**config.mk**
```make
export PLATFORM = sky130hd
export DESIGN_NAME = feedback_monitor
export DESIGN_NICKNAME = d
export VERILOG_FILES = /design/src/feedback_monitor_pkg.sv /design/src/step_tick_if.sv /design/src/feedback_monitor.sv /design/src/step_divider.sv
export VERILOG_INCLUDE_DIRS = /design/src
export SDC_FILE = /design/constraint.sdc
export NUM_CORES = 1
export LEC_CHECK = 0
export BUFFER_PORTS_ARGS = -buffer_cell sky130_fd_sc_hd__buf_2
export CELL_PAD_IN_SITES_DETAIL_PLACEMENT = 1
export CELL_PAD_IN_SITES_GLOBAL_PLACEMENT = 1
export CORE_ASPECT_RATIO = 0.5
export CORE_UTILIZATION = 42
export CTS_CLUSTER_DIAMETER = 50
export DETAILED_ROUTE_END_ITERATION = 8
export HOLD_SLACK_MARGIN = 0.15
export PLACE_DENSITY = 0.84
export SLEW_MARGIN = 20
export SYNTH_ARGS = -nofsm -noshare
export SYNTH_HDL_FRONTEND = slang
export SYNTH_SLANG_ARGS = --single-unit
```
**constraint.sdc**
```tcl
create_clock -name mclk -period 1.4 [get_ports mclk]
set_input_delay 0.21 -clock mclk [delete_from_list [all_inputs] [get_ports mclk]]
set_output_delay 0.21 -clock mclk [all_outputs]
set_load 0.05 [all_outputs]
```
**src/feedback_monitor_defs.svh**
```systemverilog
// Purpose: Constants for the contactor feedback monitor
// Assumes: Controller scan clock at 100 MHz, one scan tick per 10 ms step
// Notes: Times in ms, cycle counts derived from the clock rate
`ifndef FEEDBACK_MONITOR_DEFS_SVH
`define FEEDBACK_MONITOR_DEFS_SVH
`define FBM_CLK_HZ 100000000
`define FBM_STEP_MS 10
`define FBM_STEP_CYCLES ((`FBM_CLK_HZ / 1000) * `FBM_STEP_MS)
`define FBM_DELAY_MIN_MS 100
`define FBM_DELAY_MAX_MS 1000
`define FBM_DELAY_DEF_MS 300
`define FBM_DELAY_MIN_STEPS (`FBM_DELAY_MIN_MS / `FBM_STEP_MS)
`define FBM_DELAY_MAX_STEPS (`FBM_DELAY_MAX_MS / `FBM_STEP_MS)
`define FBM_DELAY_DEF_STEPS (`FBM_DELAY_DEF_MS / `FBM_STEP_MS)
`define FBM_STEP_W 7
`endif

```
**src/feedback_monitor_pkg.sv**
```systemverilog
// Purpose: Types shared by the contactor feedback monitor
// Assumes: Nothing beyond the constants header
// Notes: Holds the monitor state enumeration only
package feedback_monitor_pkg;
    // Monitor state
    typedef enum logic [1:0] {
        ST_RUN,
        ST_FAULT,
        ST_WAIT_OFF
    } mon_state_t;
endpackage

```
**src/step_tick_if.sv**
```systemverilog
// Purpose: Carries the step tick from the divider to the monitor
// Assumes: Single clock domain
// Notes: Tick is a one-cycle pulse
`timescale 1ns/1ns
interface step_tick_if;
    logic tick; // One pulse per step
    modport src (output tick);
    modport dst (input tick);
endinterface // step_tick_if

```
**src/feedback_monitor.sv**
```systemverilog
// Purpose: Drives two redundant switching outputs and checks contactor feedback
// Assumes: Inputs from pins, synchronised here; delay given in 10 ms steps
// Notes: run_start pulses on an idle-to-execution change and resets the logic
`timescale 1ns/1ns
`include "feedback_monitor_defs.svh"

// Function
// Outputs follow safe input when no fault
// Feedback must change within configured delay
// Expected feedback is inverse of outputs
// Timeout sets error, fault, outputs off
// Delay in 10 ms steps, default 300
// Fault flag shows feedback mismatch
// Error clears on input rising, no other error
// Contactor holds feedback active during clear
// Re-enabled outputs need feedback off in time
// Idle-to-execution restart resets the monitor
// Delays belong upstream, not downstream
// Timer restarts per change, counts steps
module feedback_monitor #(
    parameter int STEP_CYCLES = `FBM_STEP_CYCLES,
    parameter logic [`FBM_STEP_W-1:0] DELAY_DEF = `FBM_STEP_W'(`FBM_DELAY_DEF_STEPS)
) (
    // Clock and reset
    input wire logic mclk,
    input wire logic rst_n,
    // Controller status and configuration
    input wire logic run_start,
    input wire logic [`FBM_STEP_W-1:0] delay_steps,
    input wire logic other_error,
    // Safety-capable input and contactor feedback
    input wire logic safe_in,
    input wire logic contactor_feedback,
    // Switching outputs and diagnostics
    output logic switch_out_a,
    output logic switch_out_b,
    output logic feedback_error,
    output logic fault_present
);
    import feedback_monitor_pkg::*;

    localparam logic [`FBM_STEP_W-1:0] DMIN = `FBM_STEP_W'(`FBM_DELAY_MIN_STEPS);
    localparam logic [`FBM_STEP_W-1:0] DMAX = `FBM_STEP_W'(`FBM_DELAY_MAX_STEPS);

    // Elaboration check on parameters
    if (DELAY_DEF < DMIN || DELAY_DEF > DMAX) begin : g_bad_def
        $error("feedback_monitor: DELAY_DEF out of range");
    end
    if (STEP_CYCLES < 2) begin : g_bad_step
        $error("feedback_monitor: STEP_CYCLES too small");
    end

    // Clamp a requested delay into the legal window
    function automatic logic [`FBM_STEP_W-1:0] clamp_delay(input logic [`FBM_STEP_W-1:0] d);
        if (d < DMIN) return DMIN;
        if (d > DMAX) return DMAX;
        return d;
    endfunction

    logic rst_meta_ff; // Reset release stage 1
    logic rst_sync_ff; // Reset release stage 2
    logic [2:0] in_meta_ff; // Pin stage 1: safe_in, feedback, run_start
    logic [2:0] in_sync_ff; // Pin stage 2
    logic safe_prev_ff; // Last safe input, for edge detection
    logic run_prev_ff; // Last run_start level
    logic out_ff; // Common level of both switching outputs
    logic err_ff; // Feedback error
    logic checking_ff; // Feedback check pending
    logic [`FBM_STEP_W-1:0] delay_ff; // Delay captured at restart
    logic [`FBM_STEP_W-1:0] steps_ff; // Steps elapsed since output change
    mon_state_t state_ff; // Monitor state
    logic nxt_out; // Next output level
    logic safe_s; // Synchronised safe input
    logic fb_s; // Synchronised feedback
    logic restart; // Logic reset event
    logic out_change; // Output is about to change
    logic fb_ok; // Feedback at its expected level
    logic timeout; // Feedback delay expired
    step_tick_if step_if ();

    // Release reset through two flops; assert stays asynchronous
    always_ff @(posedge mclk or negedge rst_n) begin
        if (!rst_n) begin
            rst_meta_ff <= 1'b0;
            rst_sync_ff <= 1'b0;
        end else begin
            rst_meta_ff <= 1'b1;
            rst_sync_ff <= rst_meta_ff;
        end
    end

    // Two-flop synchronisers for the pin inputs
    always_ff @(posedge mclk or negedge rst_sync_ff) begin
        if (!rst_sync_ff) begin
            in_meta_ff <= 3'h0;
            in_sync_ff <= 3'h0;
        end else begin
            in_meta_ff <= {run_start, contactor_feedback, safe_in};
            in_sync_ff <= in_meta_ff;
        end
    end

    assign safe_s = in_sync_ff[0];
    assign fb_s = in_sync_ff[1];
    // Rising edge of the controller run request resets the monitor
    assign restart = in_sync_ff[2] && !run_prev_ff;

    // Edge history
    always_ff @(posedge mclk or negedge rst_sync_ff) begin
        if (!rst_sync_ff) begin
            safe_prev_ff <= 1'b0;
            run_prev_ff <= 1'b0;
        end else begin
            safe_prev_ff <= safe_s;
            run_prev_ff <= in_sync_ff[2];
        end
    end

    // Output level: follows input only in the run state
    always_comb begin
        nxt_out = 1'b0;
        if (!restart && state_ff == ST_RUN && !timeout) begin
            nxt_out = safe_s;
        end
    end

    assign out_change = (nxt_out != out_ff);
    // Feedback must be the inverse of the outputs
    assign fb_ok = (fb_s == !out_ff);
    assign timeout = checking_ff && !fb_ok && (steps_ff >= delay_ff);

    // Step divider, realigned at every output change
    step_divider #(
        .CYCLES(STEP_CYCLES)
    ) u_div (
        .mclk(mclk),
        .rst_n(rst_sync_ff),
        .restart(out_change || restart),
        .step(step_if.src)
    );

    // Capture delay setting; default until the controller restarts
    always_ff @(posedge mclk or negedge rst_sync_ff) begin
        if (!rst_sync_ff) begin
            delay_ff <= DELAY_DEF;
        end else if (restart) begin
            delay_ff <= clamp_delay(delay_steps);
        end
    end

    // Feedback timer: restart on each change, stop once matched
    always_ff @(posedge mclk or negedge rst_sync_ff) begin
        if (!rst_sync_ff) begin
            checking_ff <= 1'b0;
            steps_ff <= '0;
        end else if (restart || timeout) begin
            checking_ff <= 1'b0;
            steps_ff <= '0;
        end else if (out_change) begin
            checking_ff <= 1'b1;
            steps_ff <= '0;
        end else if (checking_ff && fb_ok) begin
            checking_ff <= 1'b0;
        end else if (checking_ff && step_if.tick && steps_ff != DMAX) begin
            steps_ff <= steps_ff + 1'b1;
        end
    end

    // Monitor state and error flag
    always_ff @(posedge mclk or negedge rst_sync_ff) begin
        if (!rst_sync_ff) begin
            state_ff <= ST_RUN;
            err_ff <= 1'b0;
        end else if (restart) begin
            state_ff <= ST_RUN;
            err_ff <= 1'b0;
        end else begin
            case (state_ff)
                ST_RUN: begin
                    if (timeout) begin
                        state_ff <= ST_FAULT;
                        err_ff <= 1'b1;
                    end
                end
                ST_FAULT: begin
                    // Clear needs a fresh off-to-on edge, feedback held active
                    if (safe_s && !safe_prev_ff && !other_error && fb_s) begin
                        state_ff <= ST_RUN;
                        err_ff <= 1'b0;
                    end
                end
                default: begin
                    state_ff <= ST_RUN;
                end
            endcase
        end
    end

    // Registered outputs; both channels carry the same level
    always_ff @(posedge mclk or negedge rst_sync_ff) begin
        if (!rst_sync_ff) begin
            out_ff <= 1'b0;
            switch_out_a <= 1'b0;
            switch_out_b <= 1'b0;
            feedback_error <= 1'b0;
            fault_present <= 1'b0;
        end else begin
            out_ff <= nxt_out;
            switch_out_a <= nxt_out;
            switch_out_b <= nxt_out;
            feedback_error <= (err_ff || timeout) && !restart;
            fault_present <= (err_ff || timeout) && !restart;
        end
    end
    // Downstream delays are invisible here and would break timing
endmodule // feedback_monitor

```
**src/step_divider.sv**
```systemverilog
// Purpose: Divides mclk down to one pulse per delay step
// Assumes: Reset copy from the top, asserted asynchronously, released in sync with mclk
// Notes: Restart realigns the step grid with an output change
`timescale 1ns/1ns
`include "feedback_monitor_defs.svh"
module step_divider #(
    parameter int CYCLES = `FBM_STEP_CYCLES
) (
    // Clock and reset
    input wire logic mclk,
    input wire logic rst_n,
    // Control
    input wire logic restart,
    // Tick out
    step_tick_if.src step
);
    localparam int CW = $clog2(CYCLES + 1);
    logic [CW-1:0] cnt_ff; // Cycles within current step
    // Elaboration check: a step of one cycle could never produce a gap between ticks
    if (CYCLES < 2) begin : g_bad_cycles
        $error("step_divider: CYCLES too small");
    end
    // Count and wrap; restart keeps timing exact from the change
    always_ff @(posedge mclk or negedge rst_n) begin
        if (!rst_n) begin
            cnt_ff <= '0;
        end else if (restart || cnt_ff == CW'(CYCLES - 1)) begin
            cnt_ff <= '0;
        end else begin
            cnt_ff <= cnt_ff + 1'b1;
        end
    end
    assign step.tick = !restart && (cnt_ff == CW'(CYCLES - 1));
endmodule // step_divider

```
=== Word level (Yosys, flattened, before mapping) ===
Index checks and enable logic that the tools add are counted.

* Bits in registers: 50
* Input bits: 13
* Output and inout port bits: 4
* Logic and storage cells: 85

* Add/subtract/negate cells: 2
* $lt $le $gt $ge: 3
* Equal/unequal tests: 8
* Mux-type cells: 26
* Reductions and logical operators: 32

{| class="wikitable"
|+ Operator list
! kind !! number
|-
| $mux W7 || 8
|-
| $add A20 B1 Y20 const B || 1
|-
| $eq A20 B20 Y1 const B || 1
|-
| $mux W20 || 1
|-
| $logic_and A1 B1 Y1 || 13
|-
| $mux W1 || 12
|-
| $ne A3 B3 Y1 const B || 3
|-
| $reduce_bool A3 Y1 || 3
|-
| $logic_not A1 Y1 || 8
|-
| $add A7 B1 Y7 const B || 1
|-
| $ge A7 B7 Y1 || 1
|-
| $gt A7 B7 Y1 const B || 1
|-
| $lt A7 B4 Y1 const B || 1
|-
| $ne A7 B7 Y1 const B || 1
|-
| $mux W2 || 3
|-
| $logic_or A1 B1 Y1 || 4
|-
| $pmux W2 S2 || 1
|-
| $reduce_and A2 Y1 || 2
|-
| $reduce_and A3 Y1 || 1
|-
| $eq A2 B1 Y1 const B || 1
|-
| $logic_not A2 Y1 || 1
|-
| $pmux W1 S2 || 1
|-
| $eq A1 B1 Y1 || 1
|-
| $ne A1 B1 Y1 || 1
|}

=== Longest topological paths before layout ===
Gate-level depths: netlist (run 1).

* Depth in word-level cells: 18
* Gate-level depth with buffers: 8
* Depth with buffers taken out: 7

=== Cells and area by module ===
A second synthesis (run 1) with hierarchy kept.

* Cell total of the unflattened synthesis: 241
* Area, all modules: 2406.1 µm²

{| class="wikitable"
|+ By module, submodules not included
! module !! instances !! cells an instance !! area an instance (µm²) !! seq. area each (µm²)
|-
| feedback_monitor || 1 || 133 || 1388.8 || 705.7
|-
| step_divider || 1 || 108 || 1017.2 || 500.5
|}

=== Worst setup path after synthesis (run 1) ===
No wires, ideal clock.

* Kind: register to register
* Start point: reg delay_ff[2]
* End point: reg u_div.cnt_ff[19]
* Setup time: 0.137 ns
* Data arrival time: 1.942 ns
* Required time: 1.263 ns
* Path slack: -0.679 ns
* Stages on the path, launching flop included: 9
* Path buffers: 1
* Period minus slack after synthesis: 2.079 ns
* Path through: dfstp_2 inv_1 ha_1 a21oi_1 o21ai_0 a21oi_1 mux2i_1 clkbuf_1 nor3_1

* Cells in the longest elaborated chain, start to end: 9

{| class="wikitable"
|+ Ends and longest elaborated chain
! item !! line !! source
|-
| from (decl) || feedback_monitor.sv:69 || <nowiki>logic [`FBM_STEP_W-1:0] delay_ff;</nowiki>
|-
| from (signal assigned) || feedback_monitor.sv:147 || <nowiki>delay_ff <= clamp_delay(delay_steps);</nowiki>
|-
| $ge A7 B7 Y1 || feedback_monitor.sv:130 || <nowiki>assign timeout = checking_ff && !fb_ok && (steps_ff >= delay_ff);</nowiki>
|-
| $logic_and A1 B1 Y1 || feedback_monitor.sv:130 ||
|-
| $logic_not A1 Y1 || feedback_monitor.sv:122 || <nowiki>if (!restart && state_ff == ST_RUN && !timeout) begin</nowiki>
|-
| $logic_and A1 B1 Y1 || feedback_monitor.sv:122 ||
|-
| $mux W1 || feedback_monitor.sv:122 ||
|-
| $ne A1 B1 Y1 || feedback_monitor.sv:127 || <nowiki>assign out_change = (nxt_out != out_ff);</nowiki>
|-
| $logic_or A1 B1 Y1 || feedback_monitor.sv:138 || <nowiki>.restart(out_change || restart),</nowiki>
|-
| $logic_or A1 B1 Y1 || step_divider.sv:27 || <nowiki>end else if (restart || cnt_ff == CW'(CYCLES - 1)) begin</nowiki>
|-
| $mux W20 || step_divider.sv:27 ||
|-
| to (signal assigned) || step_divider.sv:30 || <nowiki>cnt_ff <= cnt_ff + 1'b1;</nowiki>
|-
| to (decl) || step_divider.sv:18 || <nowiki>logic [CW-1:0] cnt_ff;</nowiki>
|}

Every way passes these cells.
A chain may end at the register's enable or synchronous reset.

=== Final worst setup path (run 1) ===
* Start point: reg delay_ff[5]
* End point: reg u_div.cnt_ff[16]

The elaborated chain is that of the path after synthesis.

==> results of run 1 <==
[worst max-delay path by stage]
stage	to	from	cells after the start	slack, ns
after CTS	u_div.cnt_ff[2]	delay_ff[4]	9	-0.69
after global routing	u_div.cnt_ff[15]	u_div.cnt_ff[8]	7	-0.78
after detailed placement	u_div.cnt_ff[10]	delay_ff[4]	8	-0.57
after global placement	u_div.cnt_ff[17]	delay_ff[2]	8	-0.44
after floorplan	u_div.cnt_ff[10]	delay_ff[2]	8	-0.38
final	u_div.cnt_ff[16]	delay_ff[5]	9	-0.70
[final cells by class]
cell class | instances | area (sq um) | share of cell area [%]
Clock buffer | 8 | 156.4 | 4.275
Inverter | 13 | 48.80 | 1.334
Multi-Input combinational cell | 174 | 1451 | 39.67
Sequential cell | 48 | 1210 | 33.07
Tap cell | 73 | 91.34 | 2.497
Timing Repair Buffer | 84 | 700.7 | 19.15
[kinds of logic (layout without fill, tap and decap cells)]
family / Yosys count / in the layout / synth area share, %
and+or+nand+nor: 106 / 106 / 23.65
DFF: 48 / 48 / 48.81
AOI/OAI and AO/OA: 33 / 33 / 8.203
buffers and inverters: 24 / 105 / 5.519
xor gates and xnor gates: 22 / 22 / 7.798
adders and majority gates: 10 / 10 / 5.063
muxes: 2 / 2 / 0.8102
other: 1 / 1 / 0.1518
[state kept, by name (all words and copies together), names as in the netlist]
register,count
checking_ff,1
delay_ff,7
err_ff,1
fault_present,1
in_meta_ff,3
in_sync_ff,3
out_ff,1
rst_meta_ff,1
rst_sync_ff,1
run_prev_ff,1
safe_prev_ff,1
steps_ff,7
u_div.cnt_ff,20
[power groups by stage]
stage                     logic [mW]  clock network, mW  registers [mW]
after detailed placement       0.465                  0            1.52
final                          0.696               1.31            1.51
after CTS                      0.595               1.30            1.50
after global routing           0.717               1.39            1.51
after floorplan                0.247                  0            1.54
after global placement         0.426                  0            1.51
[cell usage in the layout (no fill, tap or decap), types with 4 or more instances in the layout]
| cell | n |
|---|---|
| clkbuf_16 | 6 |
| a21oi_1 | 4 |
| xor2_1 | 9 |
| ha_1 | 5 |
| dlygate4sd3_1 | 4 |
| a21oi_4 | 4 |
| nor3_1 | 6 |
| ha_4 | 4 |
| buf_4 | 56 |
| nand4_1 | 10 |
| a21oi_2 | 4 |
| nor3_2 | 14 |
| buf_2 | 16 |
| nand3_1 | 9 |
| inv_2 | 4 |
| dfstp_2 | 4 |
| nor2_1 | 10 |
| xnor2_1 | 13 |
| o21ai_0 | 7 |
| buf_12 | 6 |
| nor3_4 | 5 |
| dfrtp_1 | 41 |
| nand2_1 | 17 |
| inv_1 | 9 |
[metal layers]
metal  track usage [%]  wire [microns]
met1             43.31            4393
met2             68.32            5674
met3             7.516            1024
met4             15.05             798
met5                 0              16
[critical path: stages (launching register included)]
cell and delay (ns):
dfrtp_1 0.38, inv_1 0.09, ha_1 0.31, nand2_1 0.17, nor2_2 0.20, a21oi_4 0.10, mux2i_4 0.20, buf_12 0.15
buf_8 0.13, nor3_2 0.24
[metrics by stage]
stage	setup slack [ns]	cell area, sq um	cells	setup TNS, ns	hold slack, ns
after global routing	-0.7755	3659	400	-20.87	0.2005
after CTS	-0.6941	3572	400	-18.89	0.1900
after detailed placement	-0.5706	3183	381	-15.37	-0.002633
after global placement	-0.4375	3183	381	-12.09	-0.004961
after floorplan	-0.3846	2638	246	-9.808	-0.08559
final	-0.6983	3659	400	-19.34	0.2181
[timing repair]
action | 4_1_cts | 5_1_grt
cloned | 2 | 1
endpoints found under the hold margin | 5 | 0
setup buffers | 6 | 2
endpoints found under the setup margin | 31 | 32
gates resized for setup | 24 | 24
pin swaps | 5 | 8
hold buffers | 4 | 0
==> run_results.csv, run 1 <==
group,metric,value,unit
status,outcome,"finished with violations",
status,failed_checks,"setup timing",
die,initial_core_util,44.42,%
power_and_ir_drop,switchingPower,1.019,mW
timing,timing_max_transition_violations_final,0,
timing,layout_min_cycle_time,2.098,ns
yosys,ys_types,45,
die,std_cell_rows,19,
cts,cts_max_level,2,
yosys,count_of_flip_flops_with_a_built_in_enable_after_synthesis,0,
worst_hold_path,min_path_type,"primary input to flip-flop",
final_layout,num_antenna_cells,0,
power_and_ir_drop,power_report.internal_total,2.500,mW
setup_path,timing.reg2reg.setup_slack,-0.70,ns
yosys,postSynth.asyncResetShare,100.0,%
final_layout,finish.net_count,349,
global_route,groute.usage.overall,37.31,%
timing,timing_worst_slew_pin_value,0.5890,ns
power_and_ir_drop,power.density_cell_area,961.8,nW/um^2
final_layout,syn_to_final_growth,48.05,%
flow_run,maxCapViolations,0,
yosys,ys.warnings.count,0,
timing,final_min_period_over_clock_period,149.9,%
placed_design,port-buffer-count,16,
final_layout,final_util,65.77,%
power_and_ir_drop,p_leak,1.553,nW
die,die_w,110.5,microns
setup_path,critical_path.reg2reg.endpoint,"u_div.cnt_ff[16]",
die,core_area,5563,sq um
worst_hold_path,holdPathEnd,"delay_ff[5]",
routing,drt-wirelength-per-cell,29.77,microns
worst_hold_path,min_delay_path_depth,3,
global_route,first_global_vias,2763,
global_route,grt_start_max_net_pins,47,
worst_hold_path,hp-start,"delay_steps[5]",
cts,clk_latency,0.29,ns
yosys,mappedNetlistNets,269,
die,die_height,56.24,microns
setup_path,timing.rr.start,"delay_ff[5]",
power_and_ir_drop,ir_drop,0.6859,mV
power_and_ir_drop,combinationalPowerShare,19.8,%
cts,cts_tree,"done",
routing,detailedRoute.firstIterationViolations,261,
yosys,synth.most_common_cell,"dfrtp_1",
routing,detail_route.wirelength,11.91,mm
timing,timing.final.ws_setup,-0.6983,ns
yosys,yosys.area.top_type,"dfrtp_1",
routing,ant_nets,0,
cts,cts.clk_slew.worst_paths,0.07,ns
setup_path,worstSetupStartpointType,"flip-flop",
yosys,syn_area,2471,sq um
cts,clk_tree_root_cell,"clkbuf_16",
placed_design,gp_routability_congestion,0.8134,
yosys,most_frequently_used_flop_master_after_synthesis,"dfrtp_1",
yosys,netlist_instances,246,
global_route,antenna_found_initial,1,
die,io_pins,17,
routing,drcViolationCount,0,
yosys,ys_ff_latch,48,
yosys,synth.yosys.seq_area_share,48.81,%
yosys,post_synth.cell_area_avg,10.05,sq um
setup_path,endpoint_kind,"flip-flop",
power_and_ir_drop,finalPower,3.519,mW
routing,vias_per_cell,6.513,
yosys,ys_top_cells_by_area,"dfrtp_1, ha_1, nor3_1, xnor2_1, dfstp_2",
routing,vias,2605,
die,die_area,6213,sq um
power_and_ir_drop,power.share.clock,37.3,%
timing,grt_setup_unrepaired,"yes",
power_and_ir_drop,power.sequential.fraction,43.0,%
setup_path,req_time_crit_path,1.57,ns
placed_design,hpwl,5.558,mm
cts,clockBufferDepth,2,
cts,numCtsBuffers,5,
setup_path,critical_path_class,"flip-flop to flip-flop",
global_route,grt_pass1_wl,16.83,mm
yosys,most_frequent_cells_after_synthesis,"dfrtp_1, nor3_1, nand2_1, nor2_1",
setup_path,rr_worst_depth,9,
timing,final-setup-viol-count,31,
timing,fmaxAchievable,476.6,MHz
power_and_ir_drop,power.switching_fraction,28.96,%
setup_path,timing.critical_path.arrival,2.27,ns
global_route,grt.overflow.total,0,
final_layout,filler_cell_count,568,
routing,detailedRoute.firstPassIterationCount,6,
final_layout,drive_gt1_share,46.79,%
timing,fin_worst_skew,0.006443,ns
setup_path,crit_fanout,5,
timing,final-hold-violation-count,0,
cts,clock-sinks,48,
timing,timing.max_slew.rel_slack,60.37,%
yosys,post-synth-top-area-fraction,44.56,%
Power figures use the tool's default switching activity.
==> run 2: changes to the inputs <==
--- a/config.mk
+++ b/config.mk
@@ -15,6 +15,7 @@
 export DETAILED_ROUTE_END_ITERATION = 8
 export HOLD_SLACK_MARGIN = 0.15
 export PLACE_DENSITY = 0.84
+export SETUP_SLACK_MARGIN = 0.15
 export SLEW_MARGIN = 20
 export SYNTH_ARGS = -nofsm -noshare
 export SYNTH_HDL_FRONTEND = slang
==> run_results.csv, run 2 (same netlist as run 1, synthesis figures left out) <==
group,metric,value,unit
final_layout,regMostFlops,"u_div.cnt_ff",
setup_path,critical_path_class,"flip-flop to flip-flop",
flow_run,maxCapViolations,0,
routing,detailedRoute.firstPassIterationCount,4,
timing,fin_worst_skew,0.004376,ns
status,failed_checks,"setup timing",
timing,layout_min_cycle_time,2.222,ns
die,die_height,56.24,microns
cts,clock-sinks,48,
cts,cts_max_level,2,
die,core_area,5563,sq um
global_route,groute.usage.overall,37.03,%
setup_path,req_time_crit_path,1.60,ns
cts,cts_tree,"done",
routing,drt-wirelength-per-cell,29.08,microns
cts,clockBufferDepth,2,
timing,final_min_period_over_clock_period,158.7,%
cts,cts.clk_slew.worst_paths,0.07,ns
die,die_w,110.5,microns
final_layout,filler_cell_count,573,
timing,timing_max_transition_violations_final,0,
die,io_pins,17,
timing,final-hold-violation-count,0,
cts,numCtsBuffers,5,
placed_design,place_worst_setup_slack,-0.5706,ns
power_and_ir_drop,ir_drop,0.8685,mV
timing,grt_setup_unrepaired,"yes",
setup_path,worstSetupStartpointType,"flip-flop",
cts,clk_latency,0.30,ns
routing,detailedRoute.firstIterationViolations,269,
die,initial_core_util,44.42,%
global_route,antenna_found_initial,0,
setup_path,endpoint_kind,"flip-flop",
timing,fmaxAchievable,450.0,MHz
final_layout,num_antenna_cells,0,
final_layout,finish.net_count,353,
power_and_ir_drop,power.density_cell_area,962.5,nW/um^2
die,die_area,6213,sq um
setup_path,timing.critical_path.arrival,2.43,ns
timing,hold_slack,0.2323,ns
status,outcome,"finished with violations",
routing,vias_per_cell,6.480,
routing,detail_route.wirelength,11.75,mm
cts,clk_tree_root_cell,"clkbuf_16",
setup_path,crit_fanout,8,
power_and_ir_drop,p_leak,1.585,nW
final_layout,largest_register_ffs,20,
placed_design,gp_routability_congestion,0.8134,
routing,vias,2618,
timing,timing.max_slew.rel_slack,60.96,%
final_layout,registers_with_the_most_flip_flops,"u_div.cnt_ff x20, delay_ff x7, steps_ff x7",
global_route,grt_pass1_wl,16.93,mm
final_layout,layout.cells.most_common,"buf_4",
timing,final-setup-viol-count,31,
worst_hold_path,min_path_type,"primary input to flip-flop",
timing,timing_worst_slew_pin_value,0.5802,ns
routing,drcViolationCount,0,
global_route,grt_start_max_net_pins,47,
final_layout,syn_to_final_growth,48.96,%
placed_design,port-buffer-count,16,
global_route,first_global_vias,2839,
final_layout,drive_gt1_share,46.53,%
timing,timing.final.ws_setup,-0.8220,ns
routing,ant_nets,0,
die,std_cell_rows,19,
global_route,grt.overflow.total,0,
placed_design,hpwl,5.558,mm
final_layout,mostFrequentLayoutCells,"buf_4, dfrtp_1, nand2_1, nor3_2, buf_2",
[run 2: cell types whose count changed in the layout (fill, tap and decap cells not counted), sizes merged]
cell / change
buf: +4
[run 2: what timing repair did]
action,CTS,global route
hold buffers,4,0
setup endpoints to repair,34,35
endpoints found under the hold margin,5,0
pin swaps,7,3
setup buffers,6,3
gates cloned,2,1
gates resized for setup,29,10
[run 2: per-layer routing]
metal	share of wire (%)	vias up	GRT usage, %
met2	46	193	62.38
met4	6.2	0	22.67
met3	7.0	72	8.715
met5	0	-	0
li1	-	1032	-
met1	41	1321	43.59
[run 2: cell type report]
| cell class | count | area [sq um] | share of cell area [%] |
|---|---|---|---|
| Sequential cell | 48 | 1209 | 32.83 |
| Clock buffer | 8 | 156.4 | 4.249 |
| Multi-Input combinational cell | 174 | 1399 | 38.00 |
| Inverter | 13 | 48.80 | 1.326 |
| Timing Repair Buffer | 88 | 777.0 | 21.11 |
| Tap cell | 73 | 91.34 | 2.481 |
[run 2: final timing paths]
path	start	endpoint	slack, ns	cells after the start
worst min-delay path	delay_steps[4]	delay_ff[4]	0.23	3
worst max register to register	u_div.cnt_ff[15]	steps_ff[6]	-0.82	5
min in group asynchronous	rst_n	rst_meta_ff	0.24	2
max in group asynchronous	rst_sync_ff	delay_ff[1]	0.86	1
worst min register to register	rst_sync_ff	fault_present	0.26	1
worst max-delay path	u_div.cnt_ff[15]	steps_ff[6]	-0.82	5
[run 2: critical path, stage by stage, from the launching register on]
cell	delay (ns)
dfrtp_1	0.44
nand4b_1	0.19
nor4_1	0.51
and3_1	0.48
nand4_1	0.24
a21oi_2	0.26
[run 2: stage by stage]
step / util [%] / TNS [ns] / std cells / total power, mW / area (sq um)
2_1_floorplan: - / -9.808 / 246 / 1.788 / 2638
3_3_place_gp: 57.22 / -12.09 / 381 / 1.938 / 3183
3_5_place_dp: 57.22 / -15.37 / 381 / 1.985 / 3183
4_1_cts: 64.62 / -19.84 / 401 / 3.404 / 3595
5_1_grt: 66.17 / -21.88 / 404 / 3.614 / 3681
6_report: 66.17 / -20.71 / 404 / 3.543 / 3681
[run 2: power breakdown]
group / total [mW] / internal (mW) / switching, mW / leakage (nW)
registers: 1.51 / 1.46 / 0.0469 / 0.622
logic: 0.699 / 0.296 / 0.403 / 0.886
clock network: 1.34 / 0.764 / 0.574 / 0.0772
total: 3.54 / 2.52 / 1.02 / 1.59
==> run 3: changes to the inputs <==
--- a/config.mk
+++ b/config.mk
@@ -7,14 +7,12 @@
 export NUM_CORES = 1
 export LEC_CHECK = 0
 export BUFFER_PORTS_ARGS = -buffer_cell sky130_fd_sc_hd__buf_2
-export CELL_PAD_IN_SITES_DETAIL_PLACEMENT = 1
-export CELL_PAD_IN_SITES_GLOBAL_PLACEMENT = 1
 export CORE_ASPECT_RATIO = 0.5
-export CORE_UTILIZATION = 42
+export CORE_UTILIZATION = 46
 export CTS_CLUSTER_DIAMETER = 50
 export DETAILED_ROUTE_END_ITERATION = 8
 export HOLD_SLACK_MARGIN = 0.15
-export PLACE_DENSITY = 0.84
+export PLACE_DENSITY = 0.76
 export SETUP_SLACK_MARGIN = 0.15
 export SLEW_MARGIN = 20
 export SYNTH_ARGS = -nofsm -noshare
==> run_results.csv, run 3 (same netlist as run 1, synthesis figures left out) <==
group,metric,value,unit
status,outcome,"finished with violations",
status,failed_checks,"setup timing",
routing,detailedRoute.firstIterationViolations,106,
final_layout,mostFrequentLayoutCells,"buf_4, dfrtp_1, nor3_2, nand2_1, buf_2",
routing,detail_route.wirelength,6.265,mm
timing,timing.final.ws_setup,-0.5499,ns
cts,clk_latency,0.31,ns
global_route,antenna_found_initial,0,
global_route,first_global_vias,2130,
power_and_ir_drop,p_leak,1.486,nW
power_and_ir_drop,ir_drop,0.4695,mV
timing,fin_worst_skew,0.007904,ns
final_layout,syn_to_final_growth,39.75,%
cts,clock-sinks,48,
cts,clk_tree_root_cell,"clkbuf_8",
timing,fmaxAchievable,512.9,MHz
global_route,grt.overflow.total,0,
final_layout,regMostFlops,"u_div.cnt_ff",
final_layout,layout.cells.most_common,"buf_4",
final_layout,regArea,1209,sq um
final_layout,filler_cell_count,339,
routing,ant_nets,0,
cts,cts_max_level,2,
power_and_ir_drop,combinationalPowerShare,16.8,%
timing,hold_slack,0.1578,ns
die,io_pins,17,
global_route,grt_pass1_wl,9.887,mm
setup_path,req_time_crit_path,1.64,ns
final_layout,num_antenna_cells,0,
power_and_ir_drop,power.sequential.fraction,49.4,%
die,core_area,5045,sq um
cts,cts.clk_slew.worst_paths,0.09,ns
worst_hold_path,min_path_type,"flip-flop to async pin",
global_route,grt_start_max_net_pins,24,
placed_design,hpwl,4.001,mm
final_layout,multiInputGateArea,1340,sq um
timing,final-hold-violation-count,0,
final_layout,drive_gt1_share,44.58,%
timing,grt_setup_unrepaired,"yes",
setup_path,crit_fanout,7,
power_and_ir_drop,power.share.clock,33.8,%
routing,drt-wirelength-per-cell,15.94,microns
cts,cts_tree,"done",
timing,timing_max_transition_violations_final,0,
die,initial_core_util,48.98,%
placed_design,port-buffer-count,16,
power_and_ir_drop,power.switching_fraction,27.01,%
setup_path,worstSetupStartpointType,"flip-flop",
placed_design,place_worst_setup_slack,-0.4725,ns
final_layout,registers_with_the_most_flip_flops,"u_div.cnt_ff x20, delay_ff x7, steps_ff x7",
power_and_ir_drop,switchingPower,0.8182,mW
timing,final-setup-viol-count,31,
final_layout,finish.net_count,345,
power_and_ir_drop,power_report.internal_total,2.210,mW
power_and_ir_drop,power.density_cell_area,877.0,nW/um^2
routing,drcViolationCount,0,
setup_path,endpoint_kind,"flip-flop",
setup_path,critical_path_class,"flip-flop to flip-flop",
cts,clockBufferDepth,2,
flow_run,maxCapViolations,0,
global_route,groute.usage.overall,22.62,%
die,die_area,5687,sq um
timing,layout_min_cycle_time,1.950,ns
die,die_height,53.83,microns
routing,detailedRoute.firstPassIterationCount,4,
final_layout,largest_register_ffs,20,
placed_design,gp_routability_congestion,0.8353,
die,std_cell_rows,18,
setup_path,timing.critical_path.arrival,2.19,ns
timing,final_min_period_over_clock_period,139.3,%
cts,numCtsBuffers,5,
routing,vias_per_cell,5.448,
routing,vias,2141,
die,die_w,105.7,microns
## run 3: cell count changes in the layout (fill, tap and decap cells not counted), sizes merged
cell         change
clkinv           +1
bufinv           +1
buf              -9
clkinvlp         +1
dlygate4sd3      +2
clkbuf           -4
## run 3: metal layers
metal,share of wire [%],wire (microns),track usage [%]
met4,1.5,95,8.102
met5,0,0,0
met3,2.5,155,3.511
met1,44,2733,27.92
met2,52,3281,41.83
## run 3: worst max-delay path, cell delays in order (launching register included)
cell,delay (ns)
dfstp_2,0.54
inv_2,0.04
ha_4,0.21
a21oi_2,0.16
o21ai_2,0.09
a21oi_2,0.18
buf_4,0.15
buf_6,0.11
o211ai_1,0.08
buf_4,0.20
a21oi_2,0.12
## run 3: what timing repair did
item,in CTS,in global routing
pin swaps,2,4
buffers inserted,2,3
resized for setup,13,17
endpoints found under the setup margin,33,33
hold endpoints to repair,7,0
hold buffers,6,0
## run 3: final timing paths
check,start,to,slack [ns],depth (start not counted)
setup / recovery,delay_ff[4],steps_ff[4],-0.55,10
hold / removal,rst_sync_ff,u_div.cnt_ff[0],0.16,0
setup reg to reg,delay_ff[4],steps_ff[4],-0.55,10
hold reg to reg,rst_sync_ff,u_div.cnt_ff[0],0.16,0
max in group asynchronous,rst_sync_ff,delay_ff[2],0.74,1
min in group mclk,delay_steps[6],delay_ff[6],0.17,3
## run 3: area by class of cell
cell class	count	share of cell area (%)
Sequential cell	48	35.00
Clock buffer	5	1.993
Multi-Input combinational cell	174	38.80
Timing Repair Buffer	80	19.02
Clock inverter	3	1.232
Tap cell	70	2.536
Inverter	13	1.413
## run 3: stage by stage
| step | power [mW] | setup TNS (ns) | cell area, sq um | cells | utilization [%] |
|---|---|---|---|---|---|
| 6_report | 3.029 | -16.26 | 3453 | 393 | 68.45 |
| 3_5_place_dp | 1.958 | -13.06 | 3149 | 374 | 62.43 |
| 3_3_place_gp | 1.935 | -11.99 | 3149 | 374 | 62.43 |
| 4_1_cts | 2.993 | -14.21 | 3374 | 390 | 66.89 |
| 2_1_floorplan | 1.788 | -9.808 | 2638 | 246 | - |
| 5_1_grt | 3.130 | -17.75 | 3453 | 393 | 68.45 |
## run 3: power by group through the flow
stage	clock network, mW	registers (mW)	logic, mW
finish	1.02	1.50	0.509
detailed placement	0	1.52	0.437
floorplan	0	1.54	0.247
global placement	0	1.52	0.415
global route	1.07	1.51	0.549
CTS	1.03	1.50	0.468
